### src/include/perf_sel_pkg.sv
/*
 * constants for the event-select decoder: register map, field positions,
 * event codes and unit masks.
 * assumes a 4-bit byte-address register port with 32-bit data.
 */
package perf_sel_pkg;
	// --------------------------------------------------------------
	// register map
	// --------------------------------------------------------------
	localparam int ADDR_W = 4;
	localparam int DATA_W = 32;
	localparam int INC_W = 3;
	localparam logic [3:0] OFS_SELECT = 4'h0;
	localparam logic [3:0] OFS_COUNT = 4'h4;
	localparam logic [3:0] OFS_STATUS = 4'h8;
	localparam int SEL_CODE_LSB = 0;
	localparam int SEL_MASK_LSB = 8;
	localparam int SEL_EN_BIT = 16;
	localparam int STAT_LEGAL_BIT = 0;
	localparam int STAT_ACTIVE_BIT = 1;
	localparam int STAT_INC_LSB = 4;
	localparam logic [7:0] CODE_RST = 8'h00;
	localparam logic [7:0] MASK_RST = 8'h00;
	localparam logic [31:0] COUNT_RST = 32'h0000_0000;
	localparam logic [31:0] ZERO_WORD = 32'h0000_0000;
	localparam logic [INC_W-1:0] INC_ZERO = 3'h0;
	localparam logic [INC_W-1:0] INC_ONE = 3'h1;

	// --------------------------------------------------------------
	// event codes
	// --------------------------------------------------------------
	localparam logic [7:0] EV_RESOURCE_STALL = 8'hA2;
	localparam logic [7:0] EV_PARTIAL_STALL = 8'hD2;
	localparam logic [7:0] EV_SEG_LOAD = 8'h06;
	localparam logic [7:0] EV_UNHALTED = 8'h79;
	localparam logic [7:0] EV_PI_EXEC = 8'hB0;
	localparam logic [7:0] EV_PI_SAT = 8'hB1;
	localparam logic [7:0] EV_PI_UOP = 8'hB2;
	localparam logic [7:0] EV_PI_CLASS = 8'hB3;
	localparam logic [7:0] EV_TRANSITION = 8'hCC;
	localparam logic [7:0] EV_STATE_EMPTY = 8'hCD;
	localparam logic [7:0] EV_PI_RETIRED = 8'hCE;
	localparam logic [7:0] EV_SEG_REN_STALL = 8'hD4;
	localparam logic [7:0] EV_SEG_RENAME = 8'hD5;
	localparam logic [7:0] EV_RET_SEG_REN = 8'hD6;

	// --------------------------------------------------------------
	// unit masks
	// --------------------------------------------------------------
	localparam logic [7:0] UM_NONE = 8'h00;
	localparam logic [7:0] UM_ONE = 8'h01;
	localparam logic [7:0] UM_ALL4 = 8'h0F;
	localparam logic [7:0] UM_CLASS_FIELD = 8'h3F;
	localparam int N_CLASS = 6;
	localparam int N_SEG = 4;
endpackage

### src/core/perf_event_select_decoder.sv
/*
 * event-select decoder and counter for one performance counter.
 * software programs an event code and unit mask over a plain register
 * port; pipeline units present one-cycle event indications that are
 * synchronous to ref_clk.
 */
`timescale 1ns/1ps
module perf_event_select_decoder (
	input wire logic ref_clk,
	input wire logic rst_n,
	input wire logic [perf_sel_pkg::ADDR_W-1:0] reg_addr,
	input wire logic [perf_sel_pkg::DATA_W-1:0] reg_wdata,
	input wire logic reg_wr,
	input wire logic reg_rd,
	output logic [perf_sel_pkg::DATA_W-1:0] reg_rdata,
	input wire logic rename_buf_stall,
	input wire logic mem_buf_stall,
	input wire logic other_resource_stall,
	input wire logic bus_queue_full_stall,
	input wire logic miss_limit_stall,
	input wire logic mispredict_recovery_stall,
	input wire logic store_drain_stall,
	input wire logic partial_alias_stall,
	input wire logic flag_partial_stall,
	input wire logic segment_load,
	input wire logic halted,
	input wire logic packed_int_exec,
	input wire logic packed_store_move,
	input wire logic saturating_exec,
	input wire logic packed_int_microop,
	input wire logic [perf_sel_pkg::N_CLASS-1:0] packed_int_class,
	input wire logic packed_to_float,
	input wire logic float_to_packed,
	input wire logic packed_state_empty_instruction,
	input wire logic packed_int_retired,
	input wire logic [perf_sel_pkg::N_SEG-1:0] segment_rename_stall,
	input wire logic [perf_sel_pkg::N_SEG-1:0] segment_rename,
	input wire logic retired_segment_rename,
	output logic count_active,
	output logic [perf_sel_pkg::DATA_W-1:0] count_value
);
	import perf_sel_pkg::*;

	// --------------------------------------------------------------
	// select and counter registers
	// --------------------------------------------------------------
	logic [7:0] code_r;
	logic [7:0] mask_r;
	logic en_r;
	logic [DATA_W-1:0] count_r;
	logic [DATA_W-1:0] count_nxt;
	logic [DATA_W-1:0] rdata_r;
	logic [DATA_W-1:0] rdata_nxt;
	logic active_r;
	logic [INC_W-1:0] inc_r;

	// --------------------------------------------------------------
	// register decode
	// --------------------------------------------------------------
	wire sel_wr = reg_wr && (reg_addr == OFS_SELECT);
	wire cnt_wr = reg_wr && (reg_addr == OFS_COUNT);
	wire sel_hit = reg_addr == OFS_SELECT;
	wire cnt_hit = reg_addr == OFS_COUNT;
	wire stat_hit = reg_addr == OFS_STATUS;

	// --------------------------------------------------------------
	// per-bit qualification by the unit mask
	// --------------------------------------------------------------
	logic [N_CLASS-1:0] class_hit;
	logic [N_SEG-1:0] ren_stall_hit;
	logic [N_SEG-1:0] ren_hit;
	genvar gi;
	generate
		for (gi = 0; gi < N_CLASS; gi++) begin : g_bit
			assign class_hit[gi] = packed_int_class[gi] & mask_r[gi];
			if (gi < N_SEG) begin : g_seg
				assign ren_stall_hit[gi] = segment_rename_stall[gi] & mask_r[gi];
				assign ren_hit[gi] = segment_rename[gi] & mask_r[gi];
			end
		end
	endgenerate

	function automatic logic [INC_W-1:0] ones(input logic [N_CLASS-1:0] v);
		logic [INC_W-1:0] n;
		n = INC_ZERO;
		for (int i = 0; i < N_CLASS; i++) begin
			n = n + {2'b00, v[i]};
		end
		return n;
	endfunction

	// --------------------------------------------------------------
	// event conditions
	// --------------------------------------------------------------
	// the bus-queue and miss-limit stall inputs are deliberately not ORed
	// in: those cycles only count when another listed stall is present
	wire resource_cycle = rename_buf_stall | mem_buf_stall | other_resource_stall
		| mispredict_recovery_stall | store_drain_stall;
	wire unused_excluded = bus_queue_full_stall | miss_limit_stall;
	wire partial_cycle = partial_alias_stall | flag_partial_stall;
	wire exec_counted = packed_int_exec & ~packed_store_move;

	wire mask_none = mask_r == UM_NONE;
	wire mask_one = mask_r == UM_ONE;
	wire mask_all4 = mask_r == UM_ALL4;
	wire seg_mask_ok = mask_all4 || (mask_r != UM_NONE && (mask_r & ~UM_ALL4) == UM_NONE
		&& (mask_r & (mask_r - UM_ONE)) == UM_NONE);
	wire class_mask_ok = mask_r != UM_NONE && (mask_r & ~UM_CLASS_FIELD) == UM_NONE;

	// --------------------------------------------------------------
	// per-event legality and increment
	// --------------------------------------------------------------
	// each event owns a pair of named terms, so the selector below stays
	// a plain pick and a new event touches one place only
	wire legal_resource = mask_none;
	wire [INC_W-1:0] inc_resource = {2'b00, resource_cycle};

	wire legal_partial = mask_none;
	wire [INC_W-1:0] inc_partial = {2'b00, partial_cycle};

	wire legal_seg_load = mask_none;
	wire [INC_W-1:0] inc_seg_load = {2'b00, segment_load};

	wire legal_unhalted = mask_none;
	wire [INC_W-1:0] inc_unhalted = {2'b00, ~halted};

	wire legal_exec = mask_none;
	wire [INC_W-1:0] inc_exec = {2'b00, exec_counted};

	wire legal_sat = mask_none;
	wire [INC_W-1:0] inc_sat = {2'b00, saturating_exec};

	wire legal_microop = mask_all4;
	wire [INC_W-1:0] inc_microop = {2'b00, packed_int_microop};

	wire legal_class = class_mask_ok;
	wire [INC_W-1:0] inc_class = ones(class_hit);

	// mask 01 picks the float-to-packed direction, mask 00 the other one
	wire legal_transition = mask_none | mask_one;
	wire transition_pick = mask_one ? float_to_packed : packed_to_float;
	wire [INC_W-1:0] inc_transition = {2'b00, transition_pick};

	wire legal_state_empty = mask_none;
	wire [INC_W-1:0] inc_state_empty = {2'b00, packed_state_empty_instruction};

	wire legal_retired = mask_none;
	wire [INC_W-1:0] inc_retired = {2'b00, packed_int_retired};

	wire legal_ren_stall = seg_mask_ok;
	wire [INC_W-1:0] inc_ren_stall = ones({2'b00, ren_stall_hit});

	wire legal_rename = seg_mask_ok;
	wire [INC_W-1:0] inc_rename = ones({2'b00, ren_hit});

	wire legal_ret_rename = mask_none;
	wire [INC_W-1:0] inc_ret_rename = {2'b00, retired_segment_rename};

	// --------------------------------------------------------------
	// event selection
	// --------------------------------------------------------------
	logic legal;
	logic [INC_W-1:0] inc;
	always_comb begin
		legal = 1'b0;
		inc = INC_ZERO;
		unique case (code_r)
			EV_RESOURCE_STALL: begin
				legal = legal_resource;
				inc = inc_resource;
			end

			EV_PARTIAL_STALL: begin
				legal = legal_partial;
				inc = inc_partial;
			end

			EV_SEG_LOAD: begin
				legal = legal_seg_load;
				inc = inc_seg_load;
			end

			EV_UNHALTED: begin
				legal = legal_unhalted;
				inc = inc_unhalted;
			end

			EV_PI_EXEC: begin
				legal = legal_exec;
				inc = inc_exec;
			end

			EV_PI_SAT: begin
				legal = legal_sat;
				inc = inc_sat;
			end

			EV_PI_UOP: begin
				legal = legal_microop;
				inc = inc_microop;
			end

			EV_PI_CLASS: begin
				legal = legal_class;
				inc = inc_class;
			end

			EV_TRANSITION: begin
				legal = legal_transition;
				inc = inc_transition;
			end

			EV_STATE_EMPTY: begin
				legal = legal_state_empty;
				inc = inc_state_empty;
			end

			EV_PI_RETIRED: begin
				legal = legal_retired;
				inc = inc_retired;
			end

			EV_SEG_REN_STALL: begin
				legal = legal_ren_stall;
				inc = inc_ren_stall;
			end

			EV_SEG_RENAME: begin
				legal = legal_rename;
				inc = inc_rename;
			end

			EV_RET_SEG_REN: begin
				legal = legal_ret_rename;
				inc = inc_ret_rename;
			end

			default: begin
				legal = 1'b0;
				inc = INC_ZERO;
			end
		endcase
	end

	// an illegal code or mask combination counts nothing, so a stale mask
	// left over from another event can never leak stray counts
	wire active = en_r & legal;
	wire [INC_W-1:0] inc_eff = active ? inc : INC_ZERO;

	// a software write to the counter wins over a count in the same cycle
	assign count_nxt = cnt_wr ? reg_wdata : count_r + {{(DATA_W-INC_W){1'b0}}, inc_eff};

	wire [DATA_W-1:0] sel_word = {{(DATA_W-SEL_EN_BIT-1){1'b0}}, en_r, mask_r, code_r};
	wire [DATA_W-1:0] stat_word = {{(DATA_W-STAT_INC_LSB-INC_W){1'b0}}, inc_r,
		2'b00, active_r, legal};
	// reads are strobe-qualified so the port rests at zero between reads
	wire rd_sel = reg_rd && sel_hit;
	wire rd_cnt = reg_rd && cnt_hit;
	wire rd_stat = reg_rd && stat_hit;
	assign rdata_nxt = rd_sel ? sel_word :
		rd_cnt ? count_r :
		rd_stat ? stat_word : ZERO_WORD;

	// --------------------------------------------------------------
	// state
	// --------------------------------------------------------------
	always_ff @(posedge ref_clk) begin
		if (!rst_n) begin
			code_r <= CODE_RST;
			mask_r <= MASK_RST;
			en_r <= 1'b0;
		end else if (sel_wr) begin
			code_r <= reg_wdata[SEL_CODE_LSB +: 8];
			mask_r <= reg_wdata[SEL_MASK_LSB +: 8];
			en_r <= reg_wdata[SEL_EN_BIT];
		end
	end

	// the counter wraps silently at the top of its range
	always_ff @(posedge ref_clk) begin
		if (!rst_n) begin
			count_r <= COUNT_RST;
		end else begin
			count_r <= count_nxt;
		end
	end

	always_ff @(posedge ref_clk) begin
		if (!rst_n) begin
			rdata_r <= ZERO_WORD;
		end else begin
			rdata_r <= rdata_nxt;
		end
	end

	always_ff @(posedge ref_clk) begin
		if (!rst_n) begin
			active_r <= 1'b0;
		end else begin
			active_r <= active;
		end
	end

	always_ff @(posedge ref_clk) begin
		if (!rst_n) begin
			inc_r <= INC_ZERO;
		end else begin
			inc_r <= inc_eff;
		end
	end

	// --------------------------------------------------------------
	// outputs
	// --------------------------------------------------------------
	assign reg_rdata = rdata_r;
	assign count_active = active_r;
	assign count_value = count_r;
endmodule

### config.mk
export PLATFORM = sky130hd
export DESIGN_NAME = perf_event_select_decoder
export DESIGN_NICKNAME = d
export VERILOG_FILES = /design/src/include/perf_sel_pkg.sv /design/src/core/perf_event_select_decoder.sv
export SDC_FILE = /design/constraint.sdc
export NUM_CORES = 1
export LEC_CHECK = 0
export ABC_AREA = 1
export BUFFER_PORTS_ARGS = -buffer_cell sky130_fd_sc_hd__buf_2
export CORE_MARGIN = 4
export CORE_UTILIZATION = 30
export CTS_BUF_LIST = sky130_fd_sc_hd__clkbuf_8 sky130_fd_sc_hd__clkbuf_16
export CTS_CLUSTER_SIZE = 30
export DETAILED_ROUTE_END_ITERATION = 6
export PLACE_DENSITY = 0.64
export SETUP_SLACK_MARGIN = 0.02
export SLEW_MARGIN = 20
export SYNTH_ARGS = -nofsm -noshare
export SYNTH_HDL_FRONTEND = slang
export SYNTH_SLANG_ARGS = --single-unit
### constraint.sdc
create_clock -name ref_clk -period 3.7 [get_ports ref_clk]
set_clock_uncertainty 0.05 [all_clocks]
set_input_delay 0.37 -clock ref_clk [delete_from_list [all_inputs] [get_ports ref_clk]]
set_output_delay 0.37 -clock ref_clk [all_outputs]
set_load 0.05 [all_outputs]
# After elaboration in Yosys (flattened, before gate mapping)
# Cells that the tools add are included.
[totals]
mem_bits_ro = 0
mem_bits_rw = 0
mem_count = 0
reg_bits = 85
input_bits = 74
elab_cells = 91
latchBits = 0
[classes]
n_addsub = 13
n_mul = 0
n_eq_ne = 18
n_bitwise = 26
n_reduce_logical = 18
n_div = 0
magnitude_cmp = 0
muxes = 8
shift = 0
[op_table]
columns = ["operator", "count"]
rows = [
  ["8-bit equality test, second input constant", 12],
  ["32-bit two-way mux", 2],
  ["3-bit case mux with 14 select lines", 1],
  ["32-bit by 3-bit adder with 32-bit output", 1],
  ["8-bit logical NOT", 4],
  ["17-bit two-way mux", 1],
  ["1-bit AND", 16],
  ["3-bit by 1-bit adder with 3-bit output", 5],
  ["2-bit by 1-bit adder with 3-bit output", 3],
  ["9-bit OR reduction", 1],
  ["8-bit AND", 1],
  ["8-bit by 1-bit equality test with 1-bit output, second input constant", 1],
  ["8-bit by 3-bit equality test with 1-bit output, second input constant", 1],
  ["8-bit by 4-bit equality test with 1-bit output, second input constant", 1],
  ["8-bit by 7-bit equality test with 1-bit output, second input constant", 1],
  ["1-bit logical AND", 8],
  ["8-bit nonzero test", 1],
  ["8-bit by 1-bit subtractor with 8-bit output, second input constant", 1],
  ["7-bit two-way mux", 1],
  ["1-bit by 1-bit adder with 2-bit output", 3],
  ["1-bit OR", 6],
  ["1-bit case mux with 5 select lines", 1],
  ["4-bit by 3-bit equality test with 1-bit output, second input constant", 1],
  ["4-bit equality test, second input constant", 1],
  ["other kinds (6)", 9],
]

# Longest topological paths before layout
[depth]
word_depth = 10
depth_mapped = 27

# Least setup slack after synthesis
# Ideal clock, no wire load.
[synth_path]
kind = "register -> register"
start = "register mask_r[0]"
end = "register count_r[26] (netlist: count_value[26])"
stages_incl_launch_ff = 25
setup_slack_ps = -410
setup_ps = 116
t_arrival_ps = 3944
required_ps = 3534
cell_sequence = "dfxtp_1 > buf_6 > nand2_1 > fa_1 > fa_1 > inv_1 > ha_1 > inv_1 > fa_1 > or2_1 > nand2_1 > nand3_2 > fa_1 > inv_1 > nand2_1 > nand2_1 > nand2_1 > inv_1 > nand2_1 > nor2_2 > nand2_1 > nand2_1 > nand3_1 > o211ai_1 > inv_1"
[synth_between]
elab_chain_cells = 10
word_cells_on_any_way = 33
cone_classes = "add/sub: 13; eq/ne: 2; mux: 5; bitwise: 6; reduce/logical: 7"
[synth_lines]
columns = ["element", "line", "rtl"]
rows = [
  ["start: declaration", "perf_event_select_decoder.sv:48", "logic [7:0] mask_r;"],
  ["start signal: assignment", "perf_event_select_decoder.sv:274", "mask_r <= reg_wdata[SEL_MASK_LSB +: 8];"],
  ["1-bit AND or 8-bit by 1-bit subtractor with 8-bit output (tied branches)", "perf_event_select_decoder.sv:75, perf_event_select_decoder.sv:107", ""],
  ["1-bit by 1-bit adder with 2-bit output or 8-bit AND (tied branches)", "perf_event_select_decoder.sv:87, perf_event_select_decoder.sv:107", ""],
  ["2-bit by 1-bit adder with 3-bit output or 8-bit logical NOT (tied branches)", "perf_event_select_decoder.sv:87, perf_event_select_decoder.sv:107", ""],
  ["3-bit by 1-bit adder with 3-bit output or 1-bit logical AND (tied branches)", "perf_event_select_decoder.sv:87, perf_event_select_decoder.sv:107", ""],
  ["3-bit by 1-bit adder with 3-bit output or 1-bit logical OR (tied branches)", "perf_event_select_decoder.sv:87, perf_event_select_decoder.sv:106", ""],
  ["3-bit by 1-bit adder with 3-bit output or 1-bit case mux with 5 select lines (tied branches)", "perf_event_select_decoder.sv:87, perf_event_select_decoder.sv:167", ""],
  ["3-bit case mux with 14 select lines or 1-bit AND (tied branches)", "perf_event_select_decoder.sv:167, perf_event_select_decoder.sv:247", ""],
  ["3-bit two-way mux *", "perf_event_select_decoder.sv:248", "wire [INC_W-1:0] inc_eff = active ? inc : INC_ZERO;"],
  ["32-bit by 3-bit adder with 32-bit output *", "perf_event_select_decoder.sv:251", "assign count_nxt = cnt_wr ? reg_wdata : count_r + {{(DATA_W-INC_W){1'b0}}, inc_eff};"],
  ["32-bit two-way mux *", "perf_event_select_decoder.sv:251", ""],
  ["end signal: assignment", "perf_event_select_decoder.sv:284", "count_r <= count_nxt;"],
  ["end: declaration", "perf_event_select_decoder.sv:50", "logic [DATA_W-1:0] count_r;"],
]
# Every way passes the cells marked *; elsewhere a longest branch is shown, timed or not.
# A chain may end at the register's enable or synchronous reset.

# Final worst setup path
[layout_path]
start = "register mask_r[3]"
end = "register count_r[26] (netlist: count_value[26])"
[layout_between]
elab_chain_cells = 10
word_cells_on_any_way = 27
cone_classes = "add/sub: 7; eq/ne: 2; mux: 5; bitwise: 6; reduce/logical: 7"
[layout_lines]
columns = ["element", "line"]
rows = [
  ["branches (longest 7 deep; another with 3-bit by 1-bit adder with 3-bit output)", "-"],
  ["3-bit two-way mux *", "perf_event_select_decoder.sv:248"],
  ["32-bit by 3-bit adder with 32-bit output *", "perf_event_select_decoder.sv:251"],
  ["32-bit two-way mux *", "perf_event_select_decoder.sv:251"],
]
# Mark *: on every way between the ends.

==> insert_results.sql <==
INSERT INTO impl_metrics (metric_group, metric, value, unit) VALUES
('global_route', 'antenna_found_initial', '1', ''),
('placement', 'placed_cell_count', '1088', ''),
('synthesis', 'synthFlopType', 'sky130_fd_sc_hd__dfxtp_1', ''),
('die', 'die_w', '134', 'um'),
('hold_path', 'holdPathStages', '3', ''),
('setup_path', 'crit_fanout', '5', ''),
('synthesis', 'yosysSeqAreaShare', '0.356', ''),
('final_layout', 'share_of_final_layout_standard_cells_stronger_than_drive_strength_1', '0.283', ''),
('pwr', 'cellPowerDensity', '314', 'mW/mm2'),
('cts', 'clock-sinks', '85', ''),
('timing', 'min_period', '3900', 'ps'),
('synthesis', 'syn_area', '0.00478', 'mm2'),
('timing', 'finalHoldViolations', '0', ''),
('cts', 'tritoncts_buffer_count', '9', ''),
('setup_path', 'worstSetupPathType', 'flop to flop', ''),
('timing', 'maxSlewViolCount', '0', ''),
('route', 'drt_first_iter_violations', '374', ''),
('timing', 'report.final.setup_viol', '28', ''),
('pwr', 'leakage_power_of_the_design', '0.00333', 'uW'),
('setup_path', 'slowest_stage', 'sky130_fd_sc_hd__fa_1', ''),
('global_route', 'gr-total-overflow', '0', ''),
('run_status', 'failing_checks', 'setup timing', ''),
('synthesis', 'synth_enable_flop_cells', '0', ''),
('route', 'vias_per_cell', '4.71', ''),
('cts', 'clock_latency', '350', 'ps'),
('final_layout', 'final_net_count', '989', ''),
('setup_path', 'wp_data_arrival', '4090', 'ps'),
('timing', 'setup_slack', '-204', 'ps'),
('die', 'num_io_pins', '139', ''),
('setup_path', 'critical_path_required', '3890', 'ps'),
('global_route', 'first_global_vias', '5089', ''),
('final_layout', 'final_layout_fill_cell_count', '1680', ''),
('synthesis', 'synth_area_leader_cell', 'sky130_fd_sc_hd__dfxtp_1', ''),
('die', 'floorplan.core_area', '0.0154', 'mm2'),
('synthesis', 'synthDominantCellAreaShare', '0.356', ''),
('placement', 'place.gp.congestion', '0.874', ''),
('final_layout', 'fin_cells', '1118', ''),
('synthesis', 'synthesis.instances', '732', ''),
('global_route', 'grt.total_usage', '0.180', ''),
('placement', 'post_dp_hpwl', '12900', 'um'),
('timing', 'timing_worst_slew_pin_value', '832', 'ps'),
('setup_path', 'critical_path.reg2reg.endpoint', 'count_value[26]', ''),
('global_route', 'largest_net_degree_at_the_start_of_global_routing', '37', ''),
('route', 'wl_per_cell', '14.7', 'um'),
('setup_path', 'crit_chain', 'nand2_4, fa_1, fa_1, inv_1, ha_2, inv_2, fa_1, or2_1, nand2_2, nand3_4, fa_2, inv_2, nand2_4, nand2_4, nand2_4, inv_4, nand2_4, nor2_4, nand2_1, nand2_1, nand3_1, o211ai_1, inv_1', ''),
('global_route', 'busiest_layer', 'met2', ''),
('cts', 'clockBufferDepth', '2', ''),
('setup_path', 'most_used_cell_along_the_critical_path', 'sky130_fd_sc_hd__nand2_4', ''),
('route', 'antenna_violating_nets_remaining', '0', ''),
('hold_path', 'hold_start', 'reg_wdata[25]', ''),
('global_route', 'use_met1', '0.240', ''),
('setup_path', 'timing.reg2reg.worst_path_depth', '23', ''),
('global_route', 'grt.met3_usage', '0.0435', ''),
('placement', 'port_buffer_count', '136', ''),
('final_layout', 'syn2layout_area_growth', '36.9', '%'),
('setup_path', 'setup.worst_path.end_class', 'flop', ''),
('global_route', 'met2_usage', '0.279', ''),
('synthesis', 'post_synth.cell_area_avg', '6.53', 'um2'),
('hold_path', 'whs_endpoint', 'count_value[25]', ''),
('setup_path', 'r2r_slack', '-200', 'ps'),
('timing', 'unrepaired_setup_endpoints_after_global_routing', 'yes', ''),
('synthesis', 'syn_nets', '820', ''),
('synthesis', 'synth-seq-cells', '85', ''),
('run_status', 'status', 'finished with violations', ''),
('setup_path', 'timing.rr.start', 'mask_r[3]', ''),
('synthesis', 'cell_types_with_the_largest_area_share_after_synthesis', 'sky130_fd_sc_hd__dfxtp_1, sky130_fd_sc_hd__nand2_1, sky130_fd_sc_hd__nand3_1, sky130_fd_sc_hd__inv_1, sky130_fd_sc_hd__nor2_1', ''),
('die', 'area_of_the_die', '0.0180', 'mm2'),
('timing', 'slew_headroom', '0.444', ''),
('synthesis', 'yosysWarnings', '0', ''),
('cts', 'clk_pin_slew_worst_paths', '60', 'ps'),
('die', 'initial_core_util', '0.310', '');
==> routing by layer <==
layer	wire length (um)	part of all wire	vias to the layer above
met3	1140	0.070	27
met5	0	0	-
met2	7480	0.45	167
met4	388	0.024	0
met1	7440	0.45	2396
li1	-	-	2676
==> state kept, by name (all words and copies together) (netlist names) <==
name / count
count_value: 32
reg_rdata: 32
code_r: 8
mask_r: 8
inc_r: 3
count_active: 1
en_r: 1
==> synth_stat cells, types with 5 or more instances <==
cell type / instances
sky130_fd_sc_hd__nand4_1: 10
sky130_fd_sc_hd__nand2_1: 183
sky130_fd_sc_hd__a21oi_1: 38
sky130_fd_sc_hd__inv_1: 104
sky130_fd_sc_hd__o21ai_0: 31
sky130_fd_sc_hd__nand3_1: 79
sky130_fd_sc_hd__clkbuf_1: 17
sky130_fd_sc_hd__o21bai_1: 8
sky130_fd_sc_hd__nor2_1: 84
sky130_fd_sc_hd__xor2_1: 8
sky130_fd_sc_hd__or2_2: 8
sky130_fd_sc_hd__ha_1: 8
sky130_fd_sc_hd__nor3_1: 12
sky130_fd_sc_hd__fa_1: 6
sky130_fd_sc_hd__nand2_2: 5
sky130_fd_sc_hd__nor2_2: 5
sky130_fd_sc_hd__o211ai_1: 15
sky130_fd_sc_hd__dfxtp_1: 85
==> per-stage QoR <==
stage	area [um2]	hold slack, ps	setup TNS [ps]	worst slack (ps)	util
4_1_cts	6460	202	-5280	-254	0.419
6_report	6550	211	-3610	-204	0.425
3_5_place_dp	5910	427	-7420	-386	0.383
3_3_place_gp	5910	427	-5740	-326	0.383
5_1_grt	6550	219	-8620	-385	0.425
2_1_floorplan	4830	416	-45.4	-45.4	-
==> layout make-up <==
class                      instances  area [um2]  area share
antenna                            1        2.50    0.000382
clock buffer                      12         267      0.0407
clock inverter                     4        46.3     0.00707
inverter                         108         408      0.0623
multi-input combinational        518        2800       0.428
sequential                        85        1710       0.261
tap                              211         264      0.0403
timing repair buffer             179        1050       0.160
==> what timing repair did <==
item	4_1_cts	5_1_grt
setup endpoints to repair	29	29
hold buffers	0	0
buffers inserted	10	4
resized for setup	35	15
pin swaps	21	21
hold endpoints to repair	0	0
==> worst max path at each step <==
stage,startpoint,end,cells after the start
final,mask_r[3],count_value[26],23
after global routing,mask_r[3],count_value[26],23
after CTS,mask_r[0],count_value[8],20
after detailed placement,packed_int_class[3],count_value[8],21
after global placement,packed_int_class[3],count_value[8],21
after floorplan,mask_r[0],count_value[26],24
==> layout by cell type, fill, tap and decap left out, drive strengths merged <==
| cell | Yosys | routed |
|---|---|---|
| nand3b | 3 | 3 |
| and2 | 1 | 1 |
| fa | 6 | 6 |
| a21oi | 38 | 38 |
| o211ai | 15 | 15 |
| dfxtp | 85 | 85 |
| clkinvlp | 0 | 1 |
| nand2 | 188 | 188 |
| clkbuf | 17 | 12 |
| o21bai | 8 | 8 |
| nand4 | 10 | 10 |
| xor2 | 8 | 8 |
| inv | 106 | 107 |
| nor2 | 91 | 91 |
| ha | 8 | 8 |
| o221ai | 1 | 1 |
| nor3 | 13 | 13 |
| diode | 0 | 1 |
| buf | 4 | 179 |
| clkinv | 2 | 3 |
| xnor2 | 2 | 2 |
| o21ai | 31 | 31 |
| nand3 | 80 | 80 |
| a31oi | 4 | 4 |
| nor3b | 1 | 1 |
| bufinv | 0 | 1 |
| or2 | 10 | 10 |
==> worst max-delay path, delay by kind of cell, from the launching register on <==
family	cells	cell delay [ps]
AOI/OAI and AO/OA	1	100
buffers and inverters	5	320
adders and majority gates	5	1910
DFF	1	360
and+or+nand+nor	12	1060
==> power by group <==
part | leakage, uW | switching, uW | internal [uW]
Sequential | 0.000688 | 16.5 | 925
Clock | 0.000156 | 377 | 575
Combinational | 0.00248 | 109 | 57.6
Total | 0.00333 | 502 | 1560
==> kinds of logic (layout without fill, tap and decap cells) <==
kind of cell / after synthesis / after routing / share of synthesized area
AND/OR/NAND/NOR: 397 / 397 / 0.361
buffers and inverters: 129 / 303 / 0.104
AO/OA/AOI/OAI: 97 / 97 / 0.115
flip-flops: 85 / 85 / 0.356
adder cells (fa/ha/maj): 14 / 14 / 0.0460
XOR/XNOR: 10 / 10 / 0.0183
other: 0 / 1 / 0
No activity file was read; power rests on OpenSTA's default activity.
